File: config.mk
export PLATFORM = sky130hd
export DESIGN_NAME = dbsb_ctrl
export DESIGN_NICKNAME = d
export VERILOG_FILES = /design/src/dbsb_pkg.sv /design/src/dbsb_match.sv /design/src/dbsb_ctrl.sv
export SDC_FILE = /design/constraint.sdc
export NUM_CORES = 1
export LEC_CHECK = 0
export BUFFER_PORTS_ARGS = -buffer_cell sky130_fd_sc_hd__clkbuf_2
export CAP_MARGIN = 5
export CORE_UTILIZATION = 44
export CTS_CLUSTER_SIZE = 16
export DETAILED_ROUTE_END_ITERATION = 8
export PLACE_DENSITY = 0.75
export SETUP_SLACK_MARGIN = 0.5
export SYNTH_ARGS = -nofsm -noshare
export SYNTH_HDL_FRONTEND = slang
export SYNTH_SLANG_ARGS = --single-unit
File: constraint.sdc
create_clock -name clk -period 1.4 [get_ports clk]
set_input_delay 0.14 -clock clk [delete_from_list [all_inputs] [get_ports clk]]
set_output_delay 0.14 -clock clk [all_outputs]
set_load 0.02 [all_outputs]
File: src/dbsb_pkg.sv
// Constants, command codes and carrier types for the debug status/breakpoint block.
// Assumes a serial command decoder outside presents decoded commands one per cycle.
package dbsb_pkg;
  localparam int unsigned STAT_W = 8;
  localparam int unsigned ADDR_W = 16;
  localparam int unsigned BIT_ALLOW = 7;
  localparam int unsigned BIT_ACTIVE = 6;
  localparam int unsigned BIT_BKPT_EN = 5;
  localparam int unsigned BIT_FORCE = 4;
  localparam int unsigned BIT_CLKSEL = 3;
  localparam int unsigned BIT_WS = 2;
  localparam int unsigned BIT_WSF = 1;
  localparam int unsigned BIT_DVF = 0;
  localparam logic [7:0] SCR_RESET = 8'h00;
  localparam logic [15:0] BKPT_RESET = 16'h0000;
  // Which bits a store command may change
  localparam logic [7:0] SCR_WR_MASK = 8'hb8;

  typedef enum logic [2:0] {
    DBSB_CMD_NONE = 3'b000,
    DBSB_CMD_FETCH_CTRL = 3'b001,
    DBSB_CMD_STORE_CTRL = 3'b010,
    DBSB_CMD_FETCH_BKPT = 3'b011,
    DBSB_CMD_STORE_BKPT = 3'b100,
    DBSB_CMD_ENTER_HALT = 3'b101
  } dbsb_cmd_e;

  typedef struct packed {
    dbsb_cmd_e cmd;
    logic [15:0] wdata;
  } dbsb_req_s;

  typedef struct packed {
    logic [15:0] addr;
    logic fetch;
    logic boundary;
    logic queue_end_tagged;
    logic in_wait_stop;
    logic mem_fail_ws;
  } dbsb_cpu_s;
endpackage

File: src/dbsb_match.sv
// Breakpoint address comparator producing force or tag requests.
// Assumes the CPU address bus is synchronous to clk.
`timescale 1ns/10ps
module dbsb_match (
  input wire logic enable,
  input wire logic force_sel,
  input wire logic [15:0] match_addr,
  input wire logic [15:0] cpu_addr,
  input wire logic cpu_fetch,
  output logic force_hit,
  output logic tag_hit
);
  logic hit;
  always_comb
  begin
    hit = enable && (cpu_addr == match_addr);
    force_hit = hit && force_sel;
    tag_hit = hit && !force_sel && cpu_fetch;
  end
endmodule // dbsb_match

File: src/dbsb_ctrl.sv
// Status/control and breakpoint storage of the serial debug controller.
// Assumes decoded serial commands and CPU status arrive synchronous to clk.
`timescale 1ns/10ps
module dbsb_ctrl (
  input wire logic clk,
  input wire logic resetn,
  input dbsb_pkg::dbsb_req_s req,
  input dbsb_pkg::dbsb_cpu_s cpu,
  input wire logic resume,
  output logic [15:0] rdata_q,
  output logic rvalid_q,
  output logic halt_active,
  output logic halt_request,
  output logic tag_opcode,
  output logic wake_cpu,
  output logic comm_clock_select
);
  logic allow_q, allow_d;
  logic active_q, active_d;
  logic bken_q, bken_d;
  logic force_q, force_d;
  logic clksel_q, clksel_d;
  logic ws_q, ws_d;
  logic wsf_q, wsf_d;
  logic pend_q, pend_d;
  logic [15:0] bkpt_q, bkpt_d;
  logic [15:0] rdata_d;
  logic rvalid_d;
  logic [7:0] scr;
  logic force_hit;
  logic tag_hit;
  logic enter;

  dbsb_match u_match (
    .enable(bken_q),
    .force_sel(force_q),
    .match_addr(bkpt_q),
    .cpu_addr(cpu.addr),
    .cpu_fetch(cpu.fetch),
    .force_hit(force_hit),
    .tag_hit(tag_hit)
  );

  always_comb
  begin
    scr = 8'h00;
    scr[dbsb_pkg::BIT_ALLOW] = allow_q;
    scr[dbsb_pkg::BIT_ACTIVE] = active_q;
    scr[dbsb_pkg::BIT_BKPT_EN] = bken_q;
    scr[dbsb_pkg::BIT_FORCE] = force_q;
    scr[dbsb_pkg::BIT_CLKSEL] = clksel_q;
    scr[dbsb_pkg::BIT_WS] = ws_q;
    scr[dbsb_pkg::BIT_WSF] = wsf_q;
    scr[dbsb_pkg::BIT_DVF] = 1'b0;
  end

  // Halt entry sources; all gated by the allow bit
  always_comb
  begin
    enter = allow_q && !active_q &&
            ((pend_q && cpu.boundary) || cpu.queue_end_tagged ||
             (req.cmd == dbsb_pkg::DBSB_CMD_ENTER_HALT));
  end

  always_comb
  begin
    allow_d = allow_q;
    active_d = active_q;
    bken_d = bken_q;
    force_d = force_q;
    clksel_d = clksel_q;
    ws_d = ws_q;
    wsf_d = wsf_q;
    pend_d = pend_q;
    bkpt_d = bkpt_q;
    rdata_d = rdata_q;
    rvalid_d = 1'b0;
    if (force_hit && allow_q && !active_q)
    begin
      pend_d = 1'b1;
    end
    if (enter)
    begin
      active_d = 1'b1;
      pend_d = 1'b0;
      ws_d = cpu.in_wait_stop;
    end
    else if (active_q && resume)
    begin
      active_d = 1'b0;
      ws_d = 1'b0;
    end
    else if (!active_q)
    begin
      ws_d = cpu.in_wait_stop;
    end
    case (req.cmd)
      dbsb_pkg::DBSB_CMD_FETCH_CTRL:
      begin
        rdata_d = {8'h00, scr};
        rvalid_d = 1'b1;
      end
      dbsb_pkg::DBSB_CMD_STORE_CTRL:
      begin
        if (!active_q)
        begin
          allow_d = req.wdata[dbsb_pkg::BIT_ALLOW];
        end
        bken_d = req.wdata[dbsb_pkg::BIT_BKPT_EN];
        force_d = req.wdata[dbsb_pkg::BIT_FORCE];
        clksel_d = req.wdata[dbsb_pkg::BIT_CLKSEL];
      end
      dbsb_pkg::DBSB_CMD_FETCH_BKPT:
      begin
        rdata_d = bkpt_q;
        rvalid_d = 1'b1;
      end
      dbsb_pkg::DBSB_CMD_STORE_BKPT:
      begin
        bkpt_d = req.wdata;
      end
      default:
      begin
        rvalid_d = 1'b0;
      end
    endcase
    // A new failure wins over the clear made by entering halt
    if (cpu.mem_fail_ws)
    begin
      wsf_d = 1'b1;
    end
    else if (enter)
    begin
      wsf_d = 1'b0;
    end
  end

  always_ff @(posedge clk or negedge resetn)
  begin
    if (!resetn)
    begin
      allow_q <= 1'b0;
      active_q <= 1'b0;
      bken_q <= 1'b0;
      force_q <= 1'b0;
      clksel_q <= 1'b0;
      ws_q <= 1'b0;
      wsf_q <= 1'b0;
      pend_q <= 1'b0;
      bkpt_q <= dbsb_pkg::BKPT_RESET;
      rdata_q <= 16'h0000;
      rvalid_q <= 1'b0;
    end
    else
    begin
      allow_q <= allow_d;
      active_q <= active_d;
      bken_q <= bken_d;
      force_q <= force_d;
      clksel_q <= clksel_d;
      ws_q <= ws_d;
      wsf_q <= wsf_d;
      pend_q <= pend_d;
      bkpt_q <= bkpt_d;
      rdata_q <= rdata_d;
      rvalid_q <= rvalid_d;
    end
  end

  assign halt_active = active_q;
  assign halt_request = enter;
  assign tag_opcode = tag_hit && allow_q;
  assign wake_cpu = enter && cpu.in_wait_stop;
  assign comm_clock_select = clksel_q;

  a_allow_gates_halt: assert property (@(posedge clk) disable iff (!resetn)
    (!allow_q && !active_q) |=> !active_q) else $error("halt entered while not allowed");
  a_active_readback: assert property (@(posedge clk) disable iff (!resetn)
    req.cmd == dbsb_pkg::DBSB_CMD_FETCH_CTRL |=>
    rdata_q[dbsb_pkg::BIT_ACTIVE] == $past(active_q))
    else $error("active flag readback wrong");
  a_disabled_no_bkpt: assert property (@(posedge clk) disable iff (!resetn)
    !bken_q |-> !force_hit && !tag_hit) else $error("breakpoint while disabled");
  a_force_halts: assert property (@(posedge clk) disable iff (!resetn)
    (force_hit && allow_q && !active_q && !enter) ##1
    (cpu.boundary && !active_q) |=> active_q)
    else $error("force match did not halt");
  a_tag_marks: assert property (@(posedge clk) disable iff (!resetn)
    (bken_q && !force_q && allow_q && cpu.fetch && cpu.addr == bkpt_q) |-> tag_opcode)
    else $error("matching fetch not tagged");
  a_clksel_store: assert property (@(posedge clk) disable iff (!resetn)
    req.cmd == dbsb_pkg::DBSB_CMD_STORE_CTRL |=>
    clksel_q == $past(req.wdata[dbsb_pkg::BIT_CLKSEL]))
    else $error("clock select not stored");
  a_ws_tracks: assert property (@(posedge clk) disable iff (!resetn)
    !active_q |=> ws_q == $past(cpu.in_wait_stop)) else $error("wait/stop flag wrong");
  a_halt_wakes: assert property (@(posedge clk) disable iff (!resetn)
    (req.cmd == dbsb_pkg::DBSB_CMD_ENTER_HALT && allow_q && !active_q && cpu.in_wait_stop)
    |-> wake_cpu ##1 (active_q && ws_q)) else $error("halt from wait/stop failed");
  a_wsf_sets: assert property (@(posedge clk) disable iff (!resetn)
    cpu.mem_fail_ws |=> wsf_q) else $error("wait/stop failure not flagged");
  a_dvf_zero: assert property (@(posedge clk) disable iff (!resetn)
    rvalid_q && $past(req.cmd) == dbsb_pkg::DBSB_CMD_FETCH_CTRL |->
    !rdata_q[dbsb_pkg::BIT_DVF])
    else $error("data valid failure nonzero");
  a_read_by_cmd: assert property (@(posedge clk) disable iff (!resetn)
    rvalid_q |-> ($past(req.cmd) == dbsb_pkg::DBSB_CMD_FETCH_CTRL ||
    $past(req.cmd) == dbsb_pkg::DBSB_CMD_FETCH_BKPT))
    else $error("read data without fetch command");
  a_bkpt_store: assert property (@(posedge clk) disable iff (!resetn)
    req.cmd == dbsb_pkg::DBSB_CMD_STORE_BKPT |=> bkpt_q == $past(req.wdata))
    else $error("match address not stored");
  a_allow_locked: assert property (@(posedge clk) disable iff (!resetn)
    active_q && !resume |=> $stable(allow_q)) else $error("allow bit changed in halt");
endmodule // dbsb_ctrl

==> metrics <==
number of levels in the clock H-tree 2; antenna violations before repair 0; number of detailed-route iterations in the first pass 6; fin crit share 132.6%; Worst-Margin Slew 0.3928 ns; maximum net fanout on the critical path 2; clock sink total ~40; fraction of the yosys area taken by sequential cells between 50 and 60%; via count of the first global-routing pass roughly 1,600; Filler cells 267; maximum single-stage delay on the critical path about 0.52 ns; Port-buffer cells 64; largest vdd supply drop approximately 0.00089 V; Netlist cell types 31; required time of the critical path approximately 1.3 ns; final setup fails 4; wire length of the first global-routing pass 7431 µm; number of placed I/O pins 65; XOR/XNOR Fraction of Synth Area under 10%; slack of the critical path -0.4564 ns; detailed-route DRC error count 0; clock buffer count from CTS 5; total overflow reported by the global router 0; Worst Setup End Kind output pin; area share of fa/ha/maj cells after synthesis 0%; number of synthesized register bits 41; synthesized-area fraction occupied by ao, oa, aoi and oai cells under 10%; Crit path max-delay family simple AND/OR/NAND/NOR gates; Avg Vias per Cell ~5.1; Clock Root Buffer sky130_fd_sc_hd__clkbuf_8; count of final hold-check violations 0; mux share of post-synthesis cell area about 15%; crit path buf inv count 1; maximum number of pins on one net before global-route repair 34; DP Wirelength ~3100 µm; number of nets produced by synthesis approximately 210; worst-case reg-to-reg path depth 5; share of final-layout standard cells stronger than drive strength 1 between 50% and 60%; largest family of logic cells by synthesized area multiplexers; synthesized area 0.001863 mm²; routed wire length 4865 µm; remaining antenna violation count 0; Mean Syn Cell Area ~12 µm²; HP Class primary input to flip-flop; DIE AREA 0.004498 mm²; utilization of the core after routing 74.75%; simple-gate area share of the yosys netlist between 10 and 15%; synthesis warning total 0; initial DRC count 37; max_cap viols 0; power per standard cell area roughly 1400 mW/mm²; routed len/inst between 15 and 20 µm; violated checks negative setup slack; Worst EP arrival around 1.7 ns; number of rows in the core area 23; leakage power of the design between 0.001 and 0.0015 µW; hold path cells 2; Ant. Diodes 0; number of max-slew violations in the final report 0; number of cells produced by synthesis around 160; CORE AREA between 0.004 and 0.005 mm²; horizontal die dimension about 67 µm; worst setup path category flip-flop to output pin; clk_lat worst skew around 0.3 ns; maximum count of clock buffers along a single path 2; CP Cell Sequence xnor2_1, nand4_1, or4_4, nor2_4, buf_8; type of origin of the critical path flip-flop; vertical die dimension between 60 and 70 µm; critical path's slowest cell sky130_fd_sc_hd__or4_4; run status complete, but fails checks; maximum frequency from static timing analysis roughly 540 MHz; relative area change from synthesis to final layout 61.65%; unrepaired setup endpoints after global routing true; Clk pin slew, worst setup/hold paths 0.08 ns; routability congestion estimate from global placement around 0.82; Vias 1,607; GRT Resource Usage Total a little under a quarter; largest clock skew in the final design approximately 0.0046 ns; worst slew slack as a fraction of its limit between 70% and 80%; final net count 309; time the worst path needs with I/O delays and setup 1.856 ns; clock tree from TritonCTS built; number of cells on the critical path 5; total power after layout 4076 µW; initial core utilization between 40% and 50%
-- synthesized netlist by cell type, drive strengths merged --
master | n | area (µm²)
nor4 | 1 | 6.260
nand2 | 30 | 112.6
buf | 3 | 16.26
dfrtp | 41 | 1026
and3b | 1 | 8.760
o41ai | 1 | 16.27
nand3 | 2 | 10.01
xnor2 | 5 | 43.79
o211ai | 2 | 20.02
a21oi | 1 | 5.000
clkinv | 1 | 3.750
a21o | 2 | 15.01
or4 | 1 | 11.26
clkbuf | 3 | 11.26
nand2b | 1 | 6.260
nand4 | 2 | 12.51
nor2 | 3 | 11.26
nor3 | 1 | 5.000
o22ai | 1 | 6.260
o21ai | 18 | 90.09
mux2 | 19 | 214.0
mux2i | 7 | 70.07
inv | 4 | 15.01
xor2 | 10 | 95.10
nor3b | 2 | 31.28
-- per-stage QoR --
stage	instance area (µm²)	hold WS [ns]	setup slack [ns]	std cells	TNS, ns
after floorplan	1974	-0.1556	-0.05340	162	-0.1018
after global placement	2485	0.06944	-0.1918	290	-0.2864
after detailed placement	2485	0.07200	-0.2029	290	-0.3099
after CTS	2870	0.01862	-0.4924	306	-0.9236
after global routing	3012	0.01910	-0.5477	317	-1.016
final	3012	0.02112	-0.4564	317	-0.7544
-- layout make-up --
| class | count | area (µm²) | share of cell area (%) |
|---|---|---|---|
| inverter | 5 | 21.27 | 0.7063 |
| timing repair buffer | 103 | 913.4 | 30.33 |
| multi-input combinational | 110 | 907.1 | 30.12 |
| clock buffer | 8 | 80.08 | 2.659 |
| sequential | 41 | 1027 | 34.11 |
| tap | 50 | 62.56 | 2.077 |
-- where the power goes --
part / switching (µW) / internal [µW] / leakage [µW]
registers: 217 / 1430 / 0.000503
clock network: 397 / 355 / 0.0000395
logic: 666 / 1010 / 0.000952
total: 1280 / 2800 / 0.00149
-- what timing repair did --
| item | CTS | global route |
|---|---|---|
| buffers inserted | 7 | 11 |
| setup endpoints to repair | 34 | 42 |
| endpoints found under the hold margin | 13 | 0 |
| pin swaps | 4 | 7 |
| hold buffers | 1 | 0 |
| resized for setup | 56 | 27 |
-- metal layers --
layer  global-route usage, %  vias up  part of all wire, %
met5                       0        -                    0
met4                   12.23        0                  2.3
met3                   4.795        9                  4.1
met2                   40.13       44                   53
met1                   26.44      795                   41
li1                        -      759                    -
-- flip-flops by register name (all words and copies together), names as in the netlist --
name,cells
wsf_q,1
comm_clock_select,1
bken_q,1
ws_q,1
allow_q,1
halt_active,1
force_q,1
rdata_q,16
pend_q,1
bkpt_q,16
rvalid_q,1
-- kinds of logic after synthesis --
kind of cell,after synthesis
buffers and inverters,11
DFF,41
AOI/OAI and AO/OA,25
and+or+nand+nor,44
xor gates and xnor gates,15
muxes,26
-- worst paths after layout --
kind,start,to,slack [ns]
setup / recovery,bkpt_q[11],tag_opcode,-0.46
hold / removal,cpu[0],wsf_q,0.02
setup reg to reg,bkpt_q[11],pend_q,-0.19
hold reg to reg,wsf_q,wsf_q,0.49
max in group asynchronous,resetn,rdata_q[9],0.62
min in group asynchronous,resetn,rdata_q[1],0.30
-- layout by cell type, fill, tap and decap left out, types with 3 or more instances in the layout --
| cell | count |
|---|---|
| sky130_fd_sc_hd__clkbuf_1 | 3 |
| sky130_fd_sc_hd__dfrtp_1 | 40 |
| sky130_fd_sc_hd__buf_6 | 20 |
| sky130_fd_sc_hd__nand2_2 | 3 |
| sky130_fd_sc_hd__xor2_1 | 9 |
| sky130_fd_sc_hd__xnor2_1 | 5 |
| sky130_fd_sc_hd__mux2i_1 | 7 |
| sky130_fd_sc_hd__buf_8 | 4 |
| sky130_fd_sc_hd__clkbuf_8 | 23 |
| sky130_fd_sc_hd__o21ai_0 | 9 |
| sky130_fd_sc_hd__nand2_1 | 27 |
| sky130_fd_sc_hd__clkbuf_2 | 41 |
| sky130_fd_sc_hd__mux2_4 | 19 |
| sky130_fd_sc_hd__o21ai_1 | 7 |
| sky130_fd_sc_hd__buf_4 | 16 |
No activity file was read; power rests on OpenSTA's default activity.
